## src/hdl/clock_gen_pkg.sv

```systemverilog
// Shared constants, types and register map of the clock generator control.
// Assumes one 50 MHz system clock; oscillator and subclock arrive as pulses.
package clock_gen_pkg;

    // ********************************************************
    // Register map
    // ********************************************************
    localparam int          ADDR_W           = 28;
    localparam int          DATA_W           = 8;
    localparam logic [27:0] LOOP_CONTROL_ADR = 28'hffff806;
    localparam logic [27:0] PROC_CLK_CTL_ADR = 28'hffff828;
    localparam logic [27:0] PROT_CMD_ADR     = 28'hffff1fc;
    localparam logic [7:0]  PROC_CLK_CTL_RST = 8'h03;
    localparam logic [7:0]  LOOP_CONTROL_RST = 8'h01;

    // Processor clock control fields
    localparam int SUB_FB_OFF_BIT  = 7;
    localparam int MAIN_OSC_STOP_B = 6;
    localparam int MAIN_FB_OFF_BIT = 5;
    localparam int CLK_STATUS_BIT  = 4;
    localparam int CLK_SEL_TOP_BIT = 3;
    localparam int CLK_DIV_MSB     = 2;

    // Loop control fields
    localparam int LOOP_RUN_BIT    = 0;
    localparam int LOOP_SEL_BIT    = 1;
    localparam int RT_SECURITY_BIT = 2;

    // ********************************************************
    // Clock figures
    // ********************************************************
    localparam int SYS_CLK_HZ    = 50_000_000;
    localparam int WATCH_HZ      = 32_768;
    localparam int OSC_HZ_DFLT   = 5_000_000;
    localparam int OST_TIME_US   = 328;
    localparam int OST_CYCLES    = OST_TIME_US * (SYS_CLK_HZ / 1_000_000);
    localparam int PERIPH_TAPS   = 11;
    localparam int SYS_DIV_TAPS  = 6;
    localparam int PLL_MULT      = 4;
    localparam int PERIOD_W      = 16;
    localparam int NCO_W         = 24;

    // ********************************************************
    // Types
    // ********************************************************
    typedef enum logic [1:0] {
        PWR_RUN,
        PWR_HALT,
        PWR_IDLE,
        PWR_STOP
    } pwr_mode_t;

    typedef struct packed {
        logic [ADDR_W-1:0] addr;
        logic [DATA_W-1:0] wdata;
        logic              wr;
        logic              rd;
    } reg_req_t;

    typedef struct packed {
        logic                   cpu;
        logic                   sys;
        logic                   fxx;
        logic                   watch;
        logic [PERIPH_TAPS-1:0] periph;
    } clk_ticks_t;

endpackage

```

## src/hdl/clock_gen_ctrl.sv

```systemverilog
// Clock generator control: register file, oscillator control, x4 loop,
// prescalers, system clock selector and clock output pin.
// Assumes oscillator and subclock edges arrive as one-cycle pulses of i_clk.
//
// Behaviour
// - Main oscillator stops in STOP, or when stop bit set on subclock.
// - Peripheral prescaler gives fxx down to fxx/1024.
// - Selector takes fxx to fxx/32 from the same prescaler for CPU and system clock.
// - Raw oscillator divided to 32.768 kHz for the watch timer.
// - Loop outputs oscillator as is or times four per select bit.
// - Loop run bit starts or stops the loop while the main oscillator runs.
// - Clock control write accepted only right after protection write.
// - Clock control register is 8 bits, resets to 03h.
// - Bit 7 disables the subclock feedback resistor.
// - Bit 4 is read-only status, 1 when CPU runs on subclock.
// - Select 0000-0101 divide by 1..32, 011x prohibited, 1xxx subclock.
// - Source switch completes within one subclock period, status follows.
// - HALT stops CPU only; IDLE stops all but oscillator, loop and watch clock; STOP stops them.
// - Subclock with main stopped halts peripherals; sub-IDLE stops CPU.
// - Clock output carries system clock when running, low when stopped.
// - Clock output stays high impedance until configured.
// - Stabilisation time inserted on every main clock start.
// - Loop control bits 7-3 read zero, resets to 01h.
`timescale 1ns/100ps
`default_nettype none

module clock_gen_ctrl #(
    parameter int OSC_HZ     = clock_gen_pkg::OSC_HZ_DFLT,
    parameter int OST_COUNT  = clock_gen_pkg::OST_CYCLES
) (
    input  wire logic                     i_clk,
    input  wire logic                     i_resetn,
    input  wire clock_gen_pkg::reg_req_t  i_req,
    output logic [clock_gen_pkg::DATA_W-1:0] o_rdata,
    input  wire logic                     i_osc_tick,
    input  wire logic                     i_sub_tick,
    input  wire clock_gen_pkg::pwr_mode_t i_power_mode,
    input  wire logic                     i_system_clock_out_pin_enable,
    output logic                          o_main_osc_run,
    output logic                          o_osc_stable,
    output logic                          o_loop_running,
    output logic                          o_sub_feedback_off,
    output logic                          o_main_feedback_off,
    output logic                          o_realtime_out_security,
    output clock_gen_pkg::clk_ticks_t     o_ticks,
    output logic                          o_system_clock_out_pin,
    output logic                          o_system_clock_out_pin_oe
);
    import clock_gen_pkg::*;

    localparam int OST_W = $clog2(OST_COUNT + 1);

    // ********************************************************
    // Register file
    // ********************************************************
    logic             unlock_q;
    logic             sub_fb_off_q;
    logic             main_osc_stop_q;
    logic             main_fb_off_q;
    logic             status_q;
    logic [3:0]       clk_sel_q;
    logic             loop_run_q;
    logic             loop_sel_q;
    logic             rt_sec_q;
    logic [7:0]       rdata_q;
    logic             clk_ctl_wr;
    logic             sel_ok;

    assign clk_ctl_wr = i_req.wr && (i_req.addr == PROC_CLK_CTL_ADR);
    // Prohibited 011x divider codes are dropped, the old setting stays
    assign sel_ok = i_req.wdata[CLK_SEL_TOP_BIT] ||
                    (i_req.wdata[CLK_DIV_MSB:1] != 2'b11);

    // Any write other than the protection command re-arms the lock
    always_ff @(posedge i_clk) begin
        if (!i_resetn) begin
            unlock_q <= 1'b0;
        end else if (i_req.wr) begin
            unlock_q <= (i_req.addr == PROT_CMD_ADR);
        end
    end

    always_ff @(posedge i_clk) begin
        if (!i_resetn) begin
            sub_fb_off_q    <= PROC_CLK_CTL_RST[SUB_FB_OFF_BIT];
            main_osc_stop_q <= PROC_CLK_CTL_RST[MAIN_OSC_STOP_B];
            main_fb_off_q   <= PROC_CLK_CTL_RST[MAIN_FB_OFF_BIT];
            clk_sel_q       <= PROC_CLK_CTL_RST[3:0];
        end else if (clk_ctl_wr && unlock_q) begin
            sub_fb_off_q    <= i_req.wdata[SUB_FB_OFF_BIT];
            main_osc_stop_q <= i_req.wdata[MAIN_OSC_STOP_B];
            main_fb_off_q   <= i_req.wdata[MAIN_FB_OFF_BIT];
            if (sel_ok) begin
                clk_sel_q <= i_req.wdata[3:0];
            end
        end
    end

    always_ff @(posedge i_clk) begin
        if (!i_resetn) begin
            loop_run_q <= LOOP_CONTROL_RST[LOOP_RUN_BIT];
            loop_sel_q <= LOOP_CONTROL_RST[LOOP_SEL_BIT];
            rt_sec_q   <= LOOP_CONTROL_RST[RT_SECURITY_BIT];
        end else if (i_req.wr && (i_req.addr == LOOP_CONTROL_ADR)) begin
            loop_run_q <= i_req.wdata[LOOP_RUN_BIT];
            loop_sel_q <= i_req.wdata[LOOP_SEL_BIT];
            rt_sec_q   <= i_req.wdata[RT_SECURITY_BIT];
        end
    end

    // Read data stand only in the cycle after the strobe
    always_ff @(posedge i_clk) begin
        if (!i_resetn) begin
            rdata_q <= 8'h00;
        end else if (!i_req.rd) begin
            rdata_q <= 8'h00;
        end else if (i_req.addr == PROC_CLK_CTL_ADR) begin
            rdata_q <= {sub_fb_off_q, main_osc_stop_q, main_fb_off_q,
                        status_q, clk_sel_q};
        end else if (i_req.addr == LOOP_CONTROL_ADR) begin
            rdata_q <= {5'h00, rt_sec_q, loop_sel_q, loop_run_q};
        end else begin
            rdata_q <= 8'h00;
        end
    end

    // ********************************************************
    // Oscillator control and stabilisation
    // ********************************************************
    logic             osc_on;
    logic             osc_on_q;
    logic [OST_W-1:0] ost_cnt_q;
    logic             stable_q;
    logic             osc_ok;

    assign osc_on = (i_power_mode != PWR_STOP) &&
                    !(main_osc_stop_q && status_q);

    always_ff @(posedge i_clk) begin
        if (!i_resetn) begin
            osc_on_q <= 1'b0;
        end else begin
            osc_on_q <= osc_on;
        end
    end

    // Counter restarts on every start, external clock or crystal alike
    always_ff @(posedge i_clk) begin
        if (!i_resetn) begin
            ost_cnt_q <= '0;
            stable_q  <= 1'b0;
        end else if (!osc_on_q) begin
            ost_cnt_q <= '0;
            stable_q  <= 1'b0;
        end else if (ost_cnt_q == OST_W'(OST_COUNT)) begin
            stable_q  <= 1'b1;
        end else begin
            ost_cnt_q <= ost_cnt_q + 1'b1;
        end
    end

    assign osc_ok = i_osc_tick && stable_q && osc_on_q;

    // ********************************************************
    // Times-four loop
    // ********************************************************
    // Period is measured between oscillator pulses; needs at least
    // PLL_MULT system cycles per oscillator period to space the pulses.
    logic [PERIOD_W-1:0] since_q;
    logic [PERIOD_W-1:0] period_q;
    logic [PERIOD_W-1:0] quarter;
    logic                loop_live;
    logic                pll_tick;

    assign loop_live = loop_run_q && osc_on_q;
    assign quarter   = period_q >> 2;

    always_ff @(posedge i_clk) begin
        if (!i_resetn) begin
            since_q  <= '0;
            period_q <= '0;
        end else if (!loop_live) begin
            since_q  <= '0;
            period_q <= '0;
        end else if (i_osc_tick) begin
            since_q  <= PERIOD_W'(1);
            period_q <= since_q;
        end else if (since_q != '1) begin
            since_q  <= since_q + 1'b1;
        end
    end

    always_comb begin
        pll_tick = 1'b0;
        if (loop_live && (quarter != '0)) begin
            pll_tick = osc_ok || (stable_q && ((since_q == quarter) ||
                       (since_q == PERIOD_W'(2 * quarter)) ||
                       (since_q == PERIOD_W'(3 * quarter))));
        end
    end

    // ********************************************************
    // Prescalers and selector
    // ********************************************************
    logic                   fxx;
    logic                   main_run;
    logic [PERIPH_TAPS-2:0] div_q;
    logic [PERIPH_TAPS-1:0] tap;
    logic                   sys_tick;
    logic                   sys_run;

    assign fxx      = loop_sel_q ? (pll_tick && loop_live) : osc_ok;
    assign main_run = (i_power_mode == PWR_RUN) ||
                      (i_power_mode == PWR_HALT);

    always_ff @(posedge i_clk) begin
        if (!i_resetn) begin
            div_q <= '0;
        end else if (fxx && main_run) begin
            div_q <= div_q + 1'b1;
        end
    end

    // All taps share one counter, so a tap change cannot shorten a pulse
    generate
        for (genvar k = 0; k < PERIPH_TAPS; k++) begin : g_tap
            if (k == 0) begin : g_raw
                assign tap[k] = fxx && main_run;
            end else begin : g_div
                assign tap[k] = fxx && main_run && (&div_q[k-1:0]);
            end
        end
    endgenerate

    // Source changes only on a subclock pulse: one subclock period at most
    always_ff @(posedge i_clk) begin
        if (!i_resetn) begin
            status_q <= 1'b0;
        end else if (i_sub_tick) begin
            status_q <= clk_sel_q[CLK_SEL_TOP_BIT];
        end
    end

    always_comb begin
        sys_tick = 1'b0;
        if (status_q) begin
            sys_tick = i_sub_tick && main_run;
        end else if (clk_sel_q[CLK_DIV_MSB:0] < 3'(SYS_DIV_TAPS)) begin
            sys_tick = tap[clk_sel_q[CLK_DIV_MSB:0]];
        end
    end

    assign sys_run = main_run && (status_q || stable_q);

    // ********************************************************
    // Watch timer clock
    // ********************************************************
    logic [NCO_W-1:0] nco_q;
    logic [NCO_W-1:0] nco_sum;
    logic             watch_tick;

    assign nco_sum    = nco_q + NCO_W'(WATCH_HZ);
    assign watch_tick = osc_ok && (nco_sum >= NCO_W'(OSC_HZ));

    always_ff @(posedge i_clk) begin
        if (!i_resetn) begin
            nco_q <= '0;
        end else if (watch_tick) begin
            nco_q <= nco_sum - NCO_W'(OSC_HZ);
        end else if (osc_ok) begin
            nco_q <= nco_sum;
        end
    end

    // ********************************************************
    // Outputs
    // ********************************************************
    always_ff @(posedge i_clk) begin
        if (!i_resetn) begin
            o_ticks <= '0;
        end else begin
            o_ticks.cpu    <= sys_tick && (i_power_mode == PWR_RUN);
            o_ticks.sys    <= sys_tick;
            o_ticks.fxx    <= tap[0];
            o_ticks.watch  <= watch_tick;
            o_ticks.periph <= tap;
        end
    end

    // Pin toggles per system pulse and is held low while stopped
    always_ff @(posedge i_clk) begin
        if (!i_resetn) begin
            o_system_clock_out_pin    <= 1'b0;
            o_system_clock_out_pin_oe <= 1'b0;
        end else begin
            o_system_clock_out_pin_oe <= i_system_clock_out_pin_enable;
            if (!sys_run) begin
                o_system_clock_out_pin <= 1'b0;
            end else if (sys_tick) begin
                o_system_clock_out_pin <= !o_system_clock_out_pin;
            end
        end
    end

    always_ff @(posedge i_clk) begin
        if (!i_resetn) begin
            o_main_osc_run <= 1'b0;
            o_loop_running <= 1'b0;
        end else begin
            o_main_osc_run <= osc_on;
            o_loop_running <= loop_run_q && osc_on;
        end
    end

    assign o_osc_stable            = stable_q;
    assign o_sub_feedback_off      = sub_fb_off_q;
    assign o_main_feedback_off     = main_fb_off_q;
    assign o_realtime_out_security = rt_sec_q;
    assign o_rdata                 = rdata_q;

    // ********************************************************
    // Checks
    // ********************************************************
    AST_OSC_STOP_MODE: assert property (@(posedge i_clk)
        disable iff (!i_resetn)
        (i_power_mode == PWR_STOP) |=> !o_main_osc_run)
        else $error("oscillator runs in stop mode");

    AST_LOCKED_WRITE: assert property (@(posedge i_clk)
        disable iff (!i_resetn)
        (clk_ctl_wr && !unlock_q)
        |=> $stable(clk_sel_q) && $stable(main_fb_off_q))
        else $error("clock control written without unlock");

    AST_PCC_RESET: assert property (@(posedge i_clk)
        $rose(i_resetn) |-> ({sub_fb_off_q, main_osc_stop_q, main_fb_off_q,
                              status_q, clk_sel_q} == PROC_CLK_CTL_RST))
        else $error("clock control reset value wrong");

    AST_PROHIBITED_SEL: assert property (@(posedge i_clk)
        disable iff (!i_resetn)
        !(clk_sel_q[3:1] == 3'b011))
        else $error("prohibited clock select stored");

    AST_SWITCH_BOUND: assert property (@(posedge i_clk)
        disable iff (!i_resetn)
        (i_sub_tick && (status_q != clk_sel_q[CLK_SEL_TOP_BIT]))
        |=> (status_q == $past(clk_sel_q[CLK_SEL_TOP_BIT])))
        else $error("source switch missed subclock pulse");

    AST_HALT_CPU: assert property (@(posedge i_clk)
        disable iff (!i_resetn)
        (i_power_mode != PWR_RUN) |=> !o_ticks.cpu)
        else $error("cpu clock runs outside run mode");

    AST_SUB_PERIPH: assert property (@(posedge i_clk)
        disable iff (!i_resetn)
        (status_q && main_osc_stop_q) [*2] |=> (o_ticks.periph == '0))
        else $error("peripheral clock with main stopped");

    AST_SYSTEM_CLOCK_OUT_PIN_LOW: assert property (@(posedge i_clk)
        disable iff (!i_resetn)
        (i_power_mode inside {PWR_IDLE, PWR_STOP}) |=> !o_system_clock_out_pin)
        else $error("clock output not low while stopped");

    AST_SYSTEM_CLOCK_OUT_PIN_HIZ: assert property (@(posedge i_clk)
        disable iff (!i_resetn)
        !i_system_clock_out_pin_enable |=> !o_system_clock_out_pin_oe)
        else $error("clock output driven before configured");

    AST_OST_GATE: assert property (@(posedge i_clk)
        disable iff (!i_resetn)
        $fell(osc_on_q) |=> !stable_q [*2])
        else $error("stabilisation not restarted");

    AST_LOOP_READ: assert property (@(posedge i_clk)
        disable iff (!i_resetn)
        (i_req.rd && (i_req.addr == LOOP_CONTROL_ADR))
        |=> (o_rdata[7:3] == 5'h00) && (o_rdata[0] == $past(loop_run_q)))
        else $error("loop control read wrong");

endmodule

`default_nettype wire

```

## config.mk

```make
export PLATFORM = sky130hd
export DESIGN_NAME = clock_gen_ctrl
export DESIGN_NICKNAME = d
export VERILOG_FILES = /design/src/hdl/clock_gen_pkg.sv /design/src/hdl/clock_gen_ctrl.sv
export SDC_FILE = /design/constraint.sdc
export NUM_CORES = 1
export LEC_CHECK = 0
export BUFFER_PORTS_ARGS = -buffer_cell sky130_fd_sc_hd__buf_2
export CAP_MARGIN = 25
export CORE_MARGIN = 8
export CORE_UTILIZATION = 40
export CTS_BUF_LIST = sky130_fd_sc_hd__clkbuf_8
export DETAILED_ROUTE_END_ITERATION = 8
export HOLD_SLACK_MARGIN = 0.12
export PLACE_DENSITY_LB_ADDON = 0.1
export SLEW_MARGIN = 20
export SYNTH_ARGS = -nofsm -noshare
export SYNTH_HDL_FRONTEND = slang
export SYNTH_SLANG_ARGS = --single-unit
```

## constraint.sdc

```tcl
create_clock -name i_clk -period 10.9 [get_ports i_clk]
set_clock_uncertainty 0.1 [all_clocks]
set_input_delay 1.09 -clock i_clk [delete_from_list [all_inputs] [get_ports i_clk]]
set_output_delay 1.09 -clock i_clk [all_outputs]
set_load 0.03 [all_outputs]
```

==> qor.txt, run 1 <==
Synth area leaders: dfxtp_1 (35%), xor2_1 (7.2%), ha_1 (6.1%)
Largest family of logic cells by synthesized area: simple AND/OR/NAND/NOR gates
Vias in the first global route: 5292
DP Worst Slack: 6.71 ns
Routed WL: 15.5 mm
Post-CTS setup buffer count: 0
CP Class: register to register
Num CTS Buffers: 9
Startpoint types: register
Starting density of the core: 0.404
Max FO, Critical Path: 15
WHS: 0.375 ns
Post-synthesis sequential area ratio: 0.355
Cts-stage hold buffer count: 0
I/O pins: 76
Root Buffer: clkbuf_8
Final Cycle Share: 0.384
Final WS setup: 6.71 ns
Die ar.: 20100 um^2
Via density per instance: 5.21
Total number of vias: 5380
Diodes inserted: 0
Die width: 142 um
Htree depth: 3
CTS sink count: 112
Post-synthesis xor/xnor area fraction: 0.123
Die Y: 142 um
Simple-gate share of the synthesized area: 0.257
Crit end category: register
Area growth, synth to finish: 10.8%
Quantity of I/O buffers inserted on ports: 74
Final setup viols: 0
Unrepaired setup endpoints after global routing: false
Post-layout nets: 889
Top cell type's share of synthesized area: 0.355
Synth Area in Compound Gates: 0.119
Clk_lat worst skew: 0.40 ns
Ys Warns: 0
RePlAce Congestion: 0.885
DPL Wire Length: 11.8 mm
Post-synth ARST share: 0
VDD IR-drop max: 0.0000616 V
Worst hold path class: register to register
Total gr overflow: 0
Synthesized flop and latch total: 112
Cts repair resizes: 0
Antenna-violating nets left: 0
Post-synthesis instance total: 765
Row count: 46
Mapped Nets: 842
Least-Margin Pin Slew: 0.882 ns
Min Tclk post-route: 4.19 ns
CTS Buffer Depth: 2
CTS clk-pin slew, worst paths: 0.12 ns
Mux cell area share after synthesis: 0.0398
Largest net degree at the start of global routing: 39
Commonest register cell after synthesis: dfxtp_1
Top achievable clock speed: 239 MHz
Required time of the critical path: 11.14 ns
Pwr dens: 97.5 nW/um^2
Core footprint: 15700 um^2
# DRC: 0
Status: finished, final reports clean
First drt pass iteration count: 4
Post-synth top area cell: dfxtp_1
CTS tree: done
Mapped cell area: 6320 um^2
First-pass GRT wire length: 25.8 mm
Final hold viol count: 0
Rel. slew slack: 0.407
GRT Overall Usage: 0.157
Final Util: 0.447
Share of layout cells above drive strength 1: 0.125
Leakage: 2.99 nW
Yosys cell types: 61
EDFF count, synth: 0
Post-synthesis adder-cell area fraction: 0.0645
Final max-slew violation count: 0
Initial antenna violation count: 0
Setup TNS: 0 ns
Syn_area_per_cell: 8.26 um^2
Number of DRC markers in iteration 0: 167
Avg WL per Cell: 15.0 um
CP arrival: 4.43 ns
# Max-Cap Violations: 0
flip-flops by register name, summed over array words and instances, names as in the netlist, 4 cells and up:
name and cells:
nco_q 18, since_q 16, ost_cnt_q 15, o_ticks 14, period_q 14, div_q 10, o_rdata 8, clk_sel_q 4
per-stage QoR:
stage	cell area (um^2)	instances	power, mW
floorplan	6320	765	0.434
global placement	6810	1017	0.448
detailed placement	6810	1017	0.448
CTS	7010	1033	0.695
global route	7010	1033	0.714
finish	7010	1033	0.683
cells by family after synthesis:
family	count (synthesis)
buffers and inverters	67
multiplexers	25
adder cells (fa/ha/maj)	32
XOR/XNOR	89
AND/OR/NAND/NOR	324
AO/OA/AOI/OAI	116
flip-flops	112
cells in the mapped netlist (all sizes together) (3+ instances only):
library cell and n:
a21boi 3, a21o 3, a21oi 44, a22o 3, a22oi 4, a31oi 5
and2 12, and3 20, and4 3, buf 7, clkbuf 34, dfxtp 112
ha 31, inv 26, mux2i 24, nand2 69, nand2b 9, nand3 31
nand3b 9, nand4 20, nor2 88, nor2b 7, nor3 18, nor4 15
nor4b 3, o211ai 5, o21ai 20, o31ai 4, or2 4, or3 6
or4 3, xnor2 37, xor2 52
where the power goes:
part           switching, mW  internal, mW
logic                 0.0162        0.0108
registers            0.00144         0.410
clock network          0.155        0.0892
area by class of cell:
cell class | instances | area, um^2
Tap cell | 216 | 270
Clock buffer | 9 | 124
Multi-Input combinational cell | 586 | 3810
Inverter | 26 | 97.6
Sequential cell | 112 | 2240
Fill cell | 1602 | 8650
Timing Repair Buffer | 77 | 393
Clock inverter | 7 | 67.6
worst paths after layout:
| kind | from | to | slack (ns) | cells past startpoint |
|---|---|---|---|---|
| setup / recovery | period_q[3]$_SDFFE_PN0P_ | div_q[7]$_SDFFE_PN0P_ | 6.71 | 11 |
| hold / removal | o_sub_feedback_off$_SDFFE_PN0P_ | o_sub_feedback_off$_SDFFE_PN0P_ | 0.38 | 2 |
| setup reg to reg | period_q[3]$_SDFFE_PN0P_ | div_q[7]$_SDFFE_PN0P_ | 6.71 | 11 |
| hold reg to reg | o_sub_feedback_off$_SDFFE_PN0P_ | o_sub_feedback_off$_SDFFE_PN0P_ | 0.38 | 2 |
routing by layer:
| layer | vias up | GRT usage | routed length, um |
|---|---|---|---|
| met2 | 60 | 0.272 | 7600 |
| met3 | 10 | 0.0370 | 564 |
| met1 | 2558 | 0.192 | 7220 |
| li1 | 2752 | - | - |
| met4 | 0 | 0.0418 | 130 |
| met5 | - | 0 | 0 |
worst max-delay path: stages (launching register included):
cell and delay [ns]:
dfxtp_1 0.50, ha_1 0.25, fa_1 0.45, xor2_1 0.16, or4_1 0.42, a211oi_1 0.22, o2111ai_1 0.15, nor4_1 0.34
o2111ai_1 0.23, o41a_1 0.58, or4_1 0.58, a21oi_1 0.15
cells in the final DEF, fill, tap and decap left out, types with 4 or more instances in the layout:
cell,n
a21oi_1,44
a22oi_1,4
a31oi_1,5
and2_1,12
and3_1,20
buf_2,74
clkbuf_8,9
dfxtp_1,112
ha_1,31
inv_1,26
mux2i_1,24
nand2_1,69
nand2b_1,9
nand3_1,31
nand3b_1,9
nand4_1,20
nor2_1,88
nor2b_1,7
nor3_1,18
nor4_1,15
o211ai_1,5
o21ai_0,20
o31ai_1,4
or2_2,4
or3_1,6
xnor2_1,37
xor2_1,52
Power figures use the tool's default switching activity.
==> run 2: changes to the inputs <==
Clock period 10.9 ns to 3.9 ns, I/O delays scaled along.
==> qor.txt, run 2 (synthesized netlist as in run 1, its figures left out) <==
I/O pins: 76
Cell at the slowest stage of the critical path: or4_1
Required time of the critical path: 4.14 ns
Pwr dens: 275 nW/um^2
Die Y: 142 um
Comb pwr share: 0.040
First-pass GRT wire length: 25.3 mm
Num CTS Buffers: 9
Startpoint types: register
Least-Margin Pin Slew: 0.837 ns
Slowest stage delay, CP: 0.50 ns
CP cell instances: ha_1 > fa_1 > xor2_1 > or4_1 > a211oi_1 > o2111ai_1 > nor4_1 > o2111ai_1 > o41a_1 > or4_1 > a21oi_1
Max FO, Critical Path: 5
Total number of vias: 5427
Final max-slew violation count: 0
Cell Int Power: 1.44 mW
Share of layout cells above drive strength 1: 0.131
Largest net degree at the start of global routing: 39
Root Buffer: clkbuf_8
Total gr overflow: 0
Crit end category: register
CTS tree: done
Clk_lat worst skew: 0.41 ns
Quantity of I/O buffers inserted on ports: 74
Status: finished, final reports clean
Rel. slew slack: 0.437
Setup TNS: 0 ns
DPL Wire Length: 11.4 mm
Htree depth: 3
Sequential Power Share: 0.590
Post-CTS setup buffer count: 0
Sw Pwr: 512 uW
CP Class: register to register
Crit path buffers/inverters: 0
Leakage: 3.04 nW
CTS Buffer Depth: 2
Post-layout nets: 897
Cell family with most CP delay: simple AND/OR/NAND/NOR gates
Antenna-violating nets left: 0
Number of DRC markers in iteration 0: 365
Diodes inserted: 0
Cell Area, Placed: 6850 um^2
# DRC: 0
Die ar.: 20100 um^2
CTS clk-pin slew, worst paths: 0.11 ns
Commonest non-fill, non-tap cell in the layout: dfxtp_1
Avg WL per Cell: 14.8 um
CP arrival: 3.90 ns
Die width: 142 um
Unrepaired setup endpoints after global routing: false
Worst hold path class: input port to register
Final hold viol count: 0
CTS sink count: 112
Sw frac: 0.262
Clk network pwr share: 0.370
Largest registers: nco_q (18), since_q (16), ost_cnt_q (15)
VDD IR-drop max: 0.000172 V
Initial antenna violation count: 0
Top reg by flops: nco_q
First drt pass iteration count: 5
Largest register FFs: 18
Min Tclk post-route: 3.67 ns
Commonest non-fill, non-tap cells in the layout: dfxtp_1 (111), nor2_1 (88), buf_2 (74)
# fillers: 1553
Cell area after layout: 7090 um^2
Row count: 46
Routed WL: 15.4 mm
Starting density of the core: 0.404
# Max-Cap Violations: 0
GRT Overall Usage: 0.155
Core footprint: 15700 um^2
RePlAce Congestion: 0.888
Vias in the first global route: 5228
Via density per instance: 5.21
Final Cycle Share: 0.940
Area growth, synth to finish: 12.2%
Final setup viols: 0
Top achievable clock speed: 273 MHz
[run 2: cell count changes in the layout (fill, tap and decap cells not counted), sizes merged]
cell and change:
dlygate4sd3 +3, buf +5
[run 2: path summary, 6_finish.rpt]
| kind | start | depth (start not counted) | endpoint | slack (ns) |
|---|---|---|---|---|
| worst min-delay path | i_power_mode[1] | 2 | o_ticks[14]$_SDFF_PN0_ | 0.13 |
| worst min register to register | unlock_q$_SDFFE_PN0P_ | 2 | unlock_q$_SDFFE_PN0P_ | 0.38 |
| worst max-delay path | period_q[2]$_SDFFE_PN0P_ | 11 | div_q[7]$_SDFFE_PN0P_ | 0.23 |
| worst max register to register | period_q[2]$_SDFFE_PN0P_ | 11 | div_q[7]$_SDFFE_PN0P_ | 0.23 |
[run 2: area by class of cell]
type | count | area [um^2] | area share
flip-flops and latches | 112 | 2240 | 0.316
multi-input cells | 586 | 3810 | 0.537
clock inverters | 7 | 86.3 | 0.0122
repair buffers | 85 | 460 | 0.0649
inverters | 26 | 97.6 | 0.0138
well taps | 216 | 270 | 0.0381
clock buffers | 9 | 124 | 0.0175
[run 2: repair_timing]
| action | in CTS | in global routing |
|---|---|---|
| hold buffers | 3 | 0 |
| resized for setup | 0 | 1 |
| hold endpoints to repair | 4 | 0 |
| endpoints found under the setup margin | 0 | 2 |
[run 2: power by group through the flow]
stage	clock network (mW)	registers (mW)	logic (mW)
final	0.723	1.15	0.0773
after global routing	0.801	1.15	0.0855
after CTS	0.752	1.15	0.0784
after detailed placement	0	1.18	0.0756
after global placement	0	1.18	0.0742
after floorplan	0	1.18	0.0345
[run 2: metal layers]
metal  GRT usage  up-vias  routed length, um
met1       0.192     2544               7200
met3      0.0309       13                562
met5           0        -                  0
met4      0.0492        0                192
met2       0.264       88               7410
li1            -     2782                  -
[run 2: through the flow]
step | power, mW | utilization | hold WS (ns) | worst slack [ns] | std cells
floorplan | 1.21 | - | 0.340 | 0.375 | 765
detailed placement | 1.25 | 0.438 | 0.364 | 0.258 | 1022
CTS | 1.98 | 0.453 | 0.120 | 0.217 | 1041
global placement | 1.25 | 0.438 | 0.353 | 0.267 | 1022
finish | 1.95 | 0.453 | 0.129 | 0.234 | 1041
global route | 2.04 | 0.453 | 0.127 | 0.0476 | 1041
